### config.mk
export PLATFORM = sky130hd
export DESIGN_NAME = amc_mode_control_port
export DESIGN_NICKNAME = d
export VERILOG_FILES = /design/src/design/amc_pkg.sv /design/src/design/amc_mode_control_port.sv /design/src/design/amc_sync.sv /design/src/design/amc_format.sv
export SDC_FILE = /design/constraint.sdc
export NUM_CORES = 1
export LEC_CHECK = 0
export BUFFER_PORTS_ARGS = -buffer_cell sky130_fd_sc_hd__buf_2
export CORE_MARGIN = 4
export CORE_UTILIZATION = 45
export DETAILED_ROUTE_END_ITERATION = 6
export GPL_TIMING_DRIVEN = 0
export PLACE_DENSITY = 0.74
export SLEW_MARGIN = 15
export SYNTH_ARGS = -nofsm -noshare
export SYNTH_HDL_FRONTEND = slang
export SYNTH_HIERARCHICAL = 1
export SYNTH_SLANG_ARGS = --single-unit
### constraint.sdc
create_clock -name mclk_i -period 5.7 [get_ports mclk_i]
set_input_delay 0 -clock mclk_i [delete_from_list [all_inputs] [get_ports mclk_i]]
set_output_delay 0 -clock mclk_i [all_outputs]
set_load 0.05 [all_outputs]
### src/design/amc_pkg.sv
`default_nettype none
package amc_pkg;
  // ****************************************
  // sizes and timing
  // ****************************************
  localparam int CODE_W = 14;
  localparam int NUM_CH = 8;
  localparam int NUM_GRP = 2;
  localparam int NUM_MODE = 4;
  localparam int FRAME_BITS = 16;
  localparam int CLK_PERIOD_NS = 8;
  localparam int SLEEP_RECOVER_NS = 2000000;
  localparam int SLEEP_RECOVER_CYCLES =
    (SLEEP_RECOVER_NS + CLK_PERIOD_NS - 1) / CLK_PERIOD_NS;
  localparam int NAP_RECOVER_CYCLES = 100;
  localparam int SOFT_SLEEP_CYCLES = 16;

  // ****************************************
  // register map and fields
  // ****************************************
  localparam logic [6:0] ADDR_RESET = 7'h00;
  localparam logic [6:0] ADDR_FORMAT = 7'h01;
  localparam logic [6:0] ADDR_OUTMODE = 7'h02;
  localparam logic [6:0] ADDR_PAT_HI = 7'h03;
  localparam logic [6:0] ADDR_PAT_LO = 7'h04;
  localparam logic [1:0] IDX_FORMAT = 2'h0;
  localparam logic [1:0] IDX_OUTMODE = 2'h1;
  localparam logic [1:0] IDX_PAT_HI = 2'h2;
  localparam logic [1:0] IDX_PAT_LO = 2'h3;
  localparam logic [7:0] MODE_RESET_VAL = 8'h00;
  localparam int RESET_BIT = 7;
  localparam int FMT_DUTY_BIT = 7;
  localparam int FMT_SCRAMBLE_BIT = 6;
  localparam int FMT_SIGNED_BIT = 5;
  localparam int FMT_SLEEP_BIT = 4;
  localparam int FMT_NAP_MSB = 3;
  localparam int OM_CUR_MSB = 7;
  localparam int OM_CUR_LSB = 5;
  localparam int OM_TERM_BIT = 4;
  localparam int OM_OFF_BIT = 3;
  localparam int OM_LANE_MSB = 2;
  localparam int PAT_FORCE_BIT = 7;
  localparam int PAT_HI_MSB = 5;
  // bit set: channel belongs to the second register set
  localparam logic [7:0] CH_IN_GROUP_TWO = 8'h66;

  // ****************************************
  // codes
  // ****************************************
  localparam logic [2:0] LANE_2_16 = 3'h0;
  localparam logic [2:0] LANE_1_14 = 3'h5;
  localparam logic [2:0] CUR_3P5 = 3'h0;
  localparam logic [2:0] CUR_1P75 = 3'h7;

  typedef struct packed {
    logic duty_fix_disable;
    logic scramble_enable;
    logic signed_format;
    logic sleep;
    logic [3:0] nap;
    logic [9:0] drive_current_10ua;
    logic internal_load_enable;
    logic driver_disable;
    logic [2:0] lane_width_select;
    logic two_lane;
    logic [4:0] serial_bits;
    logic pattern_force;
    logic [13:0] pattern_value;
  } amc_cfg_s;

  // driver current in units of 10 uA; unused code keeps the default
  function automatic logic [9:0] amc_current(input logic [2:0] code);
    case (code)
      3'h0: amc_current = 10'h15e;
      3'h1: amc_current = 10'h190;
      3'h2: amc_current = 10'h1c2;
      3'h4: amc_current = 10'h12c;
      3'h5: amc_current = 10'h0fa;
      3'h6: amc_current = 10'h0d2;
      3'h7: amc_current = 10'h0af;
      default: amc_current = 10'h15e;
    endcase
  endfunction

  // serialization width; zero marks an unused code
  function automatic logic [4:0] amc_serial_bits(input logic [2:0] code);
    case (code)
      3'h0: amc_serial_bits = 5'h10;
      3'h1: amc_serial_bits = 5'h0e;
      3'h2: amc_serial_bits = 5'h0c;
      3'h5: amc_serial_bits = 5'h0e;
      3'h6: amc_serial_bits = 5'h0c;
      3'h7: amc_serial_bits = 5'h10;
      default: amc_serial_bits = 5'h00;
    endcase
  endfunction
endpackage
`default_nettype wire

### src/design/amc_mode_control_port.sv
`default_nettype none
module amc_mode_control_port #(
  parameter int SLEEP_RECOVER_CYCLES = amc_pkg::SLEEP_RECOVER_CYCLES,
  parameter int NAP_RECOVER_CYCLES = amc_pkg::NAP_RECOVER_CYCLES,
  parameter int SOFT_SLEEP_CYCLES = amc_pkg::SOFT_SLEEP_CYCLES
) (
  input wire logic mclk_i,
  input wire logic resetn_i,
  input wire logic port_style_select_i,
  input wire logic group_one_select_n_i,
  input wire logic group_two_select_n_i,
  input wire logic sclk_i,
  input wire logic sdata_i,
  input wire logic sdo_i,
  output logic sdo_o,
  output logic sdo_oe_n_o,
  input wire logic [7:0][13:0] adc_code_i,
  output logic [7:0][13:0] data_o,
  output amc_pkg::amc_cfg_s [1:0] group_cfg_o,
  output logic [7:0] channel_ready_o
);
  localparam int WAKE_MAX = (SLEEP_RECOVER_CYCLES > NAP_RECOVER_CYCLES) ?
    SLEEP_RECOVER_CYCLES : NAP_RECOVER_CYCLES;
  localparam int WAKE_W = $clog2(WAKE_MAX + 1);
  localparam int SOFT_W = $clog2(SOFT_SLEEP_CYCLES + 1);
  localparam logic [4:0] CNT_FULL = 5'(amc_pkg::FRAME_BITS);
  localparam logic [4:0] CNT_ADDR = 5'(amc_pkg::FRAME_BITS / 2);

  // ****************************************
  // pin synchronisers and edge detection
  // ****************************************
  logic par_s;
  logic cs1_n_s;
  logic cs2_n_s;
  logic sck_s;
  logic sdi_s;
  logic sdo_s;
  logic sck_prev_reg;
  logic frame_prev_reg;

  // reset values match the idle pins: selects high, clock and data low
  amc_sync #(.WIDTH(6), .RST_VAL(6'h18)) u_sync (
    .mclk_i(mclk_i),
    .resetn_i(resetn_i),
    .d_i({port_style_select_i, group_one_select_n_i, group_two_select_n_i,
          sclk_i, sdata_i, sdo_i}),
    .q_o({par_s, cs1_n_s, cs2_n_s, sck_s, sdi_s, sdo_s})
  );

  wire sck_rise = sck_s & ~sck_prev_reg;
  wire sck_fall = ~sck_s & sck_prev_reg;
  // strapped mode turns the port off entirely
  wire frame_act = ~par_s & (~cs1_n_s | ~cs2_n_s);
  wire frame_start = frame_act & ~frame_prev_reg;
  wire frame_end = ~frame_act & frame_prev_reg;

  // edge history
  always_ff @(posedge mclk_i or negedge resetn_i) begin
    if (!resetn_i) begin
      sck_prev_reg <= 1'b0;
      frame_prev_reg <= 1'b0;
    end else begin
      sck_prev_reg <= sck_s;
      frame_prev_reg <= frame_act;
    end
  end

  // ****************************************
  // serial frame engine
  // ****************************************
  logic [4:0] cnt_reg;
  logic [4:0] cnt_next;
  logic [15:0] rx_reg;
  logic [15:0] rx_next;
  logic [1:0] sel_reg;
  logic [1:0] sel_next;
  logic [7:0] tx_reg;
  logic [7:0] tx_next;
  logic rd_reg;
  logic rd_next;
  logic oe_n_reg;
  logic oe_n_next;
  logic [7:0] rd_data;

  wire take_bit = frame_act & sck_rise & (cnt_reg < CNT_FULL);
  wire [6:0] rd_addr = {rx_reg[5:0], sdi_s};
  wire rd_cmd = rx_reg[6];
  wire addr_done = take_bit & (cnt_reg == CNT_ADDR - 5'h01);
  wire shift_out = frame_act & rd_reg & sck_fall &
                   (cnt_reg >= CNT_ADDR) & (cnt_reg < CNT_FULL);

  // bit counter, receive shifter and group select
  assign cnt_next = frame_start ? 5'h00 : take_bit ? cnt_reg + 5'h01 : cnt_reg;
  assign rx_next = take_bit ? {rx_reg[14:0], sdi_s} : rx_reg;
  assign sel_next = frame_start ? {~cs2_n_s, ~cs1_n_s} : sel_reg;
  // readback loads once the address is known
  assign rd_next = frame_start ? 1'b0 : addr_done ? rd_cmd : rd_reg;
  assign tx_next = (addr_done & rd_cmd) ? rd_data :
                   shift_out ? {tx_reg[6:0], 1'b0} : tx_reg;
  // open drain: enable only to pull low, released between frames
  assign oe_n_next = ~frame_act ? 1'b1 :
                     shift_out ? tx_reg[7] : oe_n_reg;

  always_ff @(posedge mclk_i or negedge resetn_i) begin
    if (!resetn_i) begin
      cnt_reg <= 5'h00;
      rx_reg <= 16'h0000;
      sel_reg <= 2'h0;
      rd_reg <= 1'b0;
      tx_reg <= 8'h00;
      oe_n_reg <= 1'b1;
    end else begin
      cnt_reg <= cnt_next;
      rx_reg <= rx_next;
      sel_reg <= sel_next;
      rd_reg <= rd_next;
      tx_reg <= tx_next;
      oe_n_reg <= oe_n_next;
    end
  end

  assign sdo_o = 1'b0;
  assign sdo_oe_n_o = oe_n_reg;

  // ****************************************
  // mode register sets
  // ****************************************
  logic [7:0] mode_reg [amc_pkg::NUM_GRP][amc_pkg::NUM_MODE];
  logic [1:0] soft_rst;
  logic [SOFT_W-1:0] soft_cnt_reg [amc_pkg::NUM_GRP];

  wire [6:0] wr_addr = rx_reg[14:8];
  wire [7:0] wr_data = rx_reg[7:0];
  // commit only a complete write frame, at its end
  wire wr_ok = frame_end & (cnt_reg == CNT_FULL) & ~rx_reg[15];
  wire wr_map = (wr_addr >= amc_pkg::ADDR_FORMAT) & (wr_addr <= amc_pkg::ADDR_PAT_LO);
  wire [1:0] wr_idx = 2'(wr_addr - amc_pkg::ADDR_FORMAT);
  wire rd_map = (rd_addr >= amc_pkg::ADDR_FORMAT) & (rd_addr <= amc_pkg::ADDR_PAT_LO);
  wire [1:0] rd_idx = 2'(rd_addr - amc_pkg::ADDR_FORMAT);
  wire rd_grp = ~sel_reg[0];
  // reset register and unmapped addresses read as zero
  assign rd_data = rd_map ? mode_reg[rd_grp][rd_idx] : 8'h00;

  amc_pkg::amc_cfg_s [1:0] cfg_next;
  amc_pkg::amc_cfg_s [1:0] cfg_reg;

  genvar g;
  generate
    for (g = 0; g < amc_pkg::NUM_GRP; g++) begin : g_grp
      wire [7:0] fmt = mode_reg[g][amc_pkg::IDX_FORMAT];
      wire [7:0] om = mode_reg[g][amc_pkg::IDX_OUTMODE];
      wire [7:0] phi = mode_reg[g][amc_pkg::IDX_PAT_HI];
      wire [7:0] plo = mode_reg[g][amc_pkg::IDX_PAT_LO];
      wire [2:0] cur_code = par_s ? (sck_s ? amc_pkg::CUR_1P75 : amc_pkg::CUR_3P5) :
                            om[amc_pkg::OM_CUR_MSB:amc_pkg::OM_CUR_LSB];
      wire term = par_s ? sdo_s : om[amc_pkg::OM_TERM_BIT];
      wire [9:0] cur_base = amc_pkg::amc_current(cur_code);
      wire [2:0] lane = par_s ? (cs1_n_s ? amc_pkg::LANE_1_14 : amc_pkg::LANE_2_16) :
                        om[amc_pkg::OM_LANE_MSB:0];
      wire soft_sleep = (soft_cnt_reg[g] != '0);

      assign soft_rst[g] = wr_ok & sel_reg[g] & (wr_addr == amc_pkg::ADDR_RESET) &
                           wr_data[amc_pkg::RESET_BIT];

      // register writes; soft reset clears the whole set
      always_ff @(posedge mclk_i or negedge resetn_i) begin
        if (!resetn_i) begin
          for (int r = 0; r < amc_pkg::NUM_MODE; r++) begin
            mode_reg[g][r] <= amc_pkg::MODE_RESET_VAL;
          end
        end else begin
          for (int r = 0; r < amc_pkg::NUM_MODE; r++) begin
            if (soft_rst[g]) begin
              mode_reg[g][r] <= amc_pkg::MODE_RESET_VAL;
            end else if (wr_ok & sel_reg[g] & wr_map & (wr_idx == 2'(r))) begin
              mode_reg[g][r] <= wr_data;
            end
          end
        end
      end

      // momentary sleep after soft reset
      always_ff @(posedge mclk_i or negedge resetn_i) begin
        if (!resetn_i) begin
          soft_cnt_reg[g] <= '0;
        end else if (soft_rst[g]) begin
          soft_cnt_reg[g] <= SOFT_W'(SOFT_SLEEP_CYCLES);
        end else if (soft_sleep) begin
          soft_cnt_reg[g] <= soft_cnt_reg[g] - SOFT_W'(1);
        end
      end

      // effective settings: straps or register fields
      assign cfg_next[g].duty_fix_disable = ~par_s & fmt[amc_pkg::FMT_DUTY_BIT];
      assign cfg_next[g].scramble_enable = ~par_s & fmt[amc_pkg::FMT_SCRAMBLE_BIT];
      assign cfg_next[g].signed_format = ~par_s & fmt[amc_pkg::FMT_SIGNED_BIT];
      assign cfg_next[g].sleep = par_s ? sdi_s :
                                 (fmt[amc_pkg::FMT_SLEEP_BIT] | soft_sleep);
      assign cfg_next[g].nap = par_s ? 4'h0 : fmt[amc_pkg::FMT_NAP_MSB:0];
      assign cfg_next[g].drive_current_10ua = term ? {cur_base[8:0], 1'b0} : cur_base;
      assign cfg_next[g].internal_load_enable = term;
      assign cfg_next[g].driver_disable = ~par_s & om[amc_pkg::OM_OFF_BIT];
      assign cfg_next[g].lane_width_select = lane;
      assign cfg_next[g].two_lane = ~lane[2];
      assign cfg_next[g].serial_bits = amc_pkg::amc_serial_bits(lane);
      assign cfg_next[g].pattern_force = ~par_s & phi[amc_pkg::PAT_FORCE_BIT];
      assign cfg_next[g].pattern_value = {phi[amc_pkg::PAT_HI_MSB:0], plo};
    end
  endgenerate

  // registered settings
  always_ff @(posedge mclk_i or negedge resetn_i) begin
    if (!resetn_i) begin
      cfg_reg <= '0;
    end else begin
      cfg_reg <= cfg_next;
    end
  end

  assign group_cfg_o = cfg_reg;

  // ****************************************
  // per-channel data and wake timing
  // ****************************************
  genvar c;
  generate
    for (c = 0; c < amc_pkg::NUM_CH; c++) begin : g_ch
      localparam int GRP = amc_pkg::CH_IN_GROUP_TWO[c] ? 1 : 0;
      logic [13:0] fmt_data;
      logic [13:0] data_reg;
      logic [WAKE_W-1:0] wake_reg;
      logic ready_reg;
      wire asleep = cfg_reg[GRP].sleep;
      wire napped = cfg_reg[GRP].nap[c / 2];

      amc_format u_fmt (
        .code_i(adc_code_i[c]),
        .signed_i(cfg_reg[GRP].signed_format),
        .scramble_i(cfg_reg[GRP].scramble_enable),
        .force_i(cfg_reg[GRP].pattern_force),
        .pattern_i(cfg_reg[GRP].pattern_value),
        .data_o(fmt_data)
      );

      // recovery count restarts while the channel is down
      always_ff @(posedge mclk_i or negedge resetn_i) begin
        if (!resetn_i) begin
          data_reg <= '0;
          wake_reg <= '0;
          ready_reg <= 1'b0;
        end else begin
          data_reg <= fmt_data;
          if (asleep) begin
            wake_reg <= WAKE_W'(SLEEP_RECOVER_CYCLES);
          end else if (napped) begin
            wake_reg <= WAKE_W'(NAP_RECOVER_CYCLES);
          end else if (wake_reg != '0) begin
            wake_reg <= wake_reg - WAKE_W'(1);
          end
          ready_reg <= ~asleep & ~napped & (wake_reg == '0);
        end
      end

      assign data_o[c] = data_reg;
      assign channel_ready_o[c] = ready_reg;
    end
  endgenerate
endmodule
`default_nettype wire

### src/design/amc_sync.sv
`default_nettype none
// two-stage synchroniser for pin levels
module amc_sync #(
  parameter int WIDTH = 1,
  parameter logic [WIDTH-1:0] RST_VAL = '0
) (
  input wire logic mclk_i,
  input wire logic resetn_i,
  input wire logic [WIDTH-1:0] d_i,
  output logic [WIDTH-1:0] q_o
);
  logic [WIDTH-1:0] meta_reg;

  // first stage feeds only the second
  always_ff @(posedge mclk_i or negedge resetn_i) begin
    if (!resetn_i) begin
      meta_reg <= RST_VAL;
      q_o <= RST_VAL;
    end else begin
      meta_reg <= d_i;
      q_o <= meta_reg;
    end
  end
endmodule
`default_nettype wire

### src/design/amc_format.sv
`default_nettype none
// per-channel output word coding
module amc_format (
  input wire logic [13:0] code_i,
  input wire logic signed_i,
  input wire logic scramble_i,
  input wire logic force_i,
  input wire logic [13:0] pattern_i,
  output logic [13:0] data_o
);
  logic [13:0] coded;
  logic [13:0] mixed;

  // top bit inverted gives two's complement
  assign coded = {code_i[13] ^ signed_i, code_i[12:0]};
  // lsb folded into every other bit
  assign mixed = scramble_i ? {coded[13:1] ^ {13{coded[0]}}, coded[0]} : coded;
  // forced pattern wins over all coding
  assign data_o = force_i ? pattern_i : mixed;
endmodule
`default_nettype wire

==> qor.yml <==
synthesis:
  synth_cell_types: 80
  synth.avg_cell_area_um2: 10.6
  yosys_warnings: 6
  synth-edff-count: 0
  yosysSeqAreaShare_pct: 54.4
  synth_cells: 2036
  async_flop_share_pct: 100
  ys_ff_latch: 469
  netlist_area_um2: 21600
  synthFlopType: "dfrtp_1"
cts:
  clock_latency_ps: 580
  post_cts.repair.setup_buffers: 0
  cts-htree-levels: 2
  path_clk_slew_ps: 60
  cts_buffer_depth: 3
  cts_tree: "yes"
  root_buffer: "clkbuf_16"
  numCtsBuffers: 51
  clock_sinks: 469
timing:
  rsz0062_at_grt: "no"
  finalSetupTns_ps: 0
  whs_ps: -8.62
  fin_crit_ps: 3080
  max_freq_ghz: 0.325
  fin_skew_ps: 13.4
  worstMarginPinSlew_ps: 1090
  setup_slack_ps: 2620
  hold_violations: 2
  slew_headroom_pct: 26.0
  setup_viol: 0
  fin_crit_sh_pct: 54.0
  finalMaxSlewViolations: 0
power_and_ir_drop:
  peakVddDrop_mv: 0.274
  p_leak_uw: 0.0120
  power.total_uw: 8570
  power.density_nw_per_um2: 318
floorplan:
  die_area_um2: 51500
  core_area_um2: 47000
  die_h_um: 227
  ios: 330
  initial_core_util_pct: 45.9
  fp.dieW_um: 227
  rows: 79
placement:
  placed_cells: 2975
  dp_slack_ps: 2700
  place_hpwl_mm: 40.8
  port_buffers: 326
  globalplace.congestion: 0.902
route:
  wl_mm: 58.8
  drt-wirelength-per-cell_um: 18.4
  antenna_left: 0
  dr.pass1.iters: 5
  drc: 0
  vias: 17300
  drt-initial-drc-count: 1322
  via_per_inst: 5.42
worst_setup_path:
  crit_arrival_ps: 3510
  end_kind: "flop"
  worstSetupPathType: "reg -> reg"
  rr_worst_depth: 8
  critPathMaxFanout: 10
  crit_required_ps: 6130
  startpoint_type: "flop"
job:
  max-cap-violations: 0
final_layout:
  nets: 2679
  layoutNonFillerInstCount: 3186
  syn2layout_area_growth_pct: 25.0
  drive_gt1_share_pct: 21.1
  largest_register_ffs: 144
status:
  outcome: "complete, but fails checks"
  failed_checks: "negative hold slack"
global_routing:
  grt_remaining_overflow: 0
  grt_max_degree: 110
  grt_pass1_vias: 17700
  antenna_found_initial: 2
  grt_util_all_layers_pct: 22.7
  grt_pass1_wl_mm: 94.5
hold_path:
  hp-class: "in -> async"
-- cell usage after synthesis, types with 11 or more instances --
cell	count	area, um2
nor4_1	28	175
buf_2	26	130
clkbuf_1	54	203
nor2_1	191	717
nand2_1	212	796
a22o_1	32	280
nand2b_1	14	87.6
nand4_1	13	81.3
a21oi_1	68	340
o31ai_1	13	97.6
mux4_2	16	360
or3_1	23	144
or2_2	16	100
ha_1	19	238
xnor2_1	81	709
buf_4	16	120
nor2b_1	35	219
dfrtp_1	464	11600
a21o_1	11	82.6
nor3_1	57	285
o21ai_1	88	440
xor2_1	141	1230
o21ai_0	84	420
a211oi_1	20	150
inv_1	54	203
or4_1	16	120
nand3_1	23	115
mux2i_1	57	571
-- cell usage in the layout, fill, tap and decap left out, drive strengths merged, types with 6 or more instances in the layout --
master       count
dfrtp          464
buf            389
nand2          220
nor2           192
o21ai          172
xor2           141
clkbuf         125
dlygate4sd3    119
xnor2           81
a21oi           68
nor3            65
mux2i           57
inv             56
nor2b           35
a22o            32
nor4            31
or3             23
nand3           23
or4             21
a211oi          20
ha              19
or2             16
mux4            16
nand2b          14
o31ai           14
clkinv          14
nand4           13
a21o            12
and2            11
mux2            10
o211ai           9
nand4b           7
and3             6
nor3b            6
o221ai           6
o21a             6
-- worst paths after layout --
| kind | end | from | slack [ps] |
|---|---|---|---|
| max in group asynchronous | u_sync/meta_reg[3] | resetn_i | 4280 |
| worst min-delay path | g_ch[2].ready_reg | resetn_i | -9 |
| worst max register to register | tx_reg[6] | rx_reg[0] | 2620 |
| worst min register to register | u_sync/q_o[2] | u_sync/meta_reg[2] | 350 |
| min in group mclk_i | u_sync/meta_reg[1] | sdata_i | 60 |
| worst max-delay path | tx_reg[6] | rx_reg[0] | 2620 |
-- logic make-up after synthesis --
kind of cell / count (synthesis) / synth area share, %
compound gates: 374 / 10.6
xor+xnor: 222 / 9.01
fa+ha+maj: 19 / 1.10
buf+inv: 172 / 3.95
flops: 469 / 54.4
mux: 83 / 4.84
other cells: 1 / 0.0174
simple gates: 696 / 16.0
-- routing by layer --
layer	wire (um)	global-route usage [%]	vias to the layer above
met5	0	0	-
met4	2620	9.29	0
met3	3350	4.19	191
met2	28700	37.2	642
met1	24100	30.0	8456
li1	-	-	7994
-- where the power goes --
part	leakage [uW]	switching, uW	internal, uW
clock	0.000825	1340	1970
combinational	0.00531	887	559
sequential	0.00583	239	3580
-- through the flow --
stage	instance area, um2	hold WS (ps)	util (%)
floorplan	21600	-296	-
global placement	24000	106	51.0
detailed placement	24100	34.6	51.3
global route	27000	49.7	57.4
finish	27000	-8.62	57.4
CTS	27000	14.0	57.4
-- timing repair --
| item | 4_1_cts | 5_1_grt |
|---|---|---|
| endpoints found under the hold margin | 371 | 0 |
| hold buffers | 119 | 0 |
| resized for setup | 0 | 0 |
-- critical path: stages, from the launching register on --
cell and delay [ps]:
dfrtp_1 320, clkbuf_1 520, inv_1 200, ha_1 320
clkbuf_1 330, clkbuf_1 520, mux4_2 400, mux2i_1 180
o221ai_1 120
-- cell type report --
type	instances	area, um2
diodes	3	7.51
plain buffers	114	634
clock buffers	70	1470
clock inverters	19	206
fillers	3762	20000
inverters	58	218
multi-input cells	1397	8980
flip-flops and latches	469	11700
well taps	607	759
repair buffers	449	2940
No activity file was read; power rests on OpenSTA's default activity.
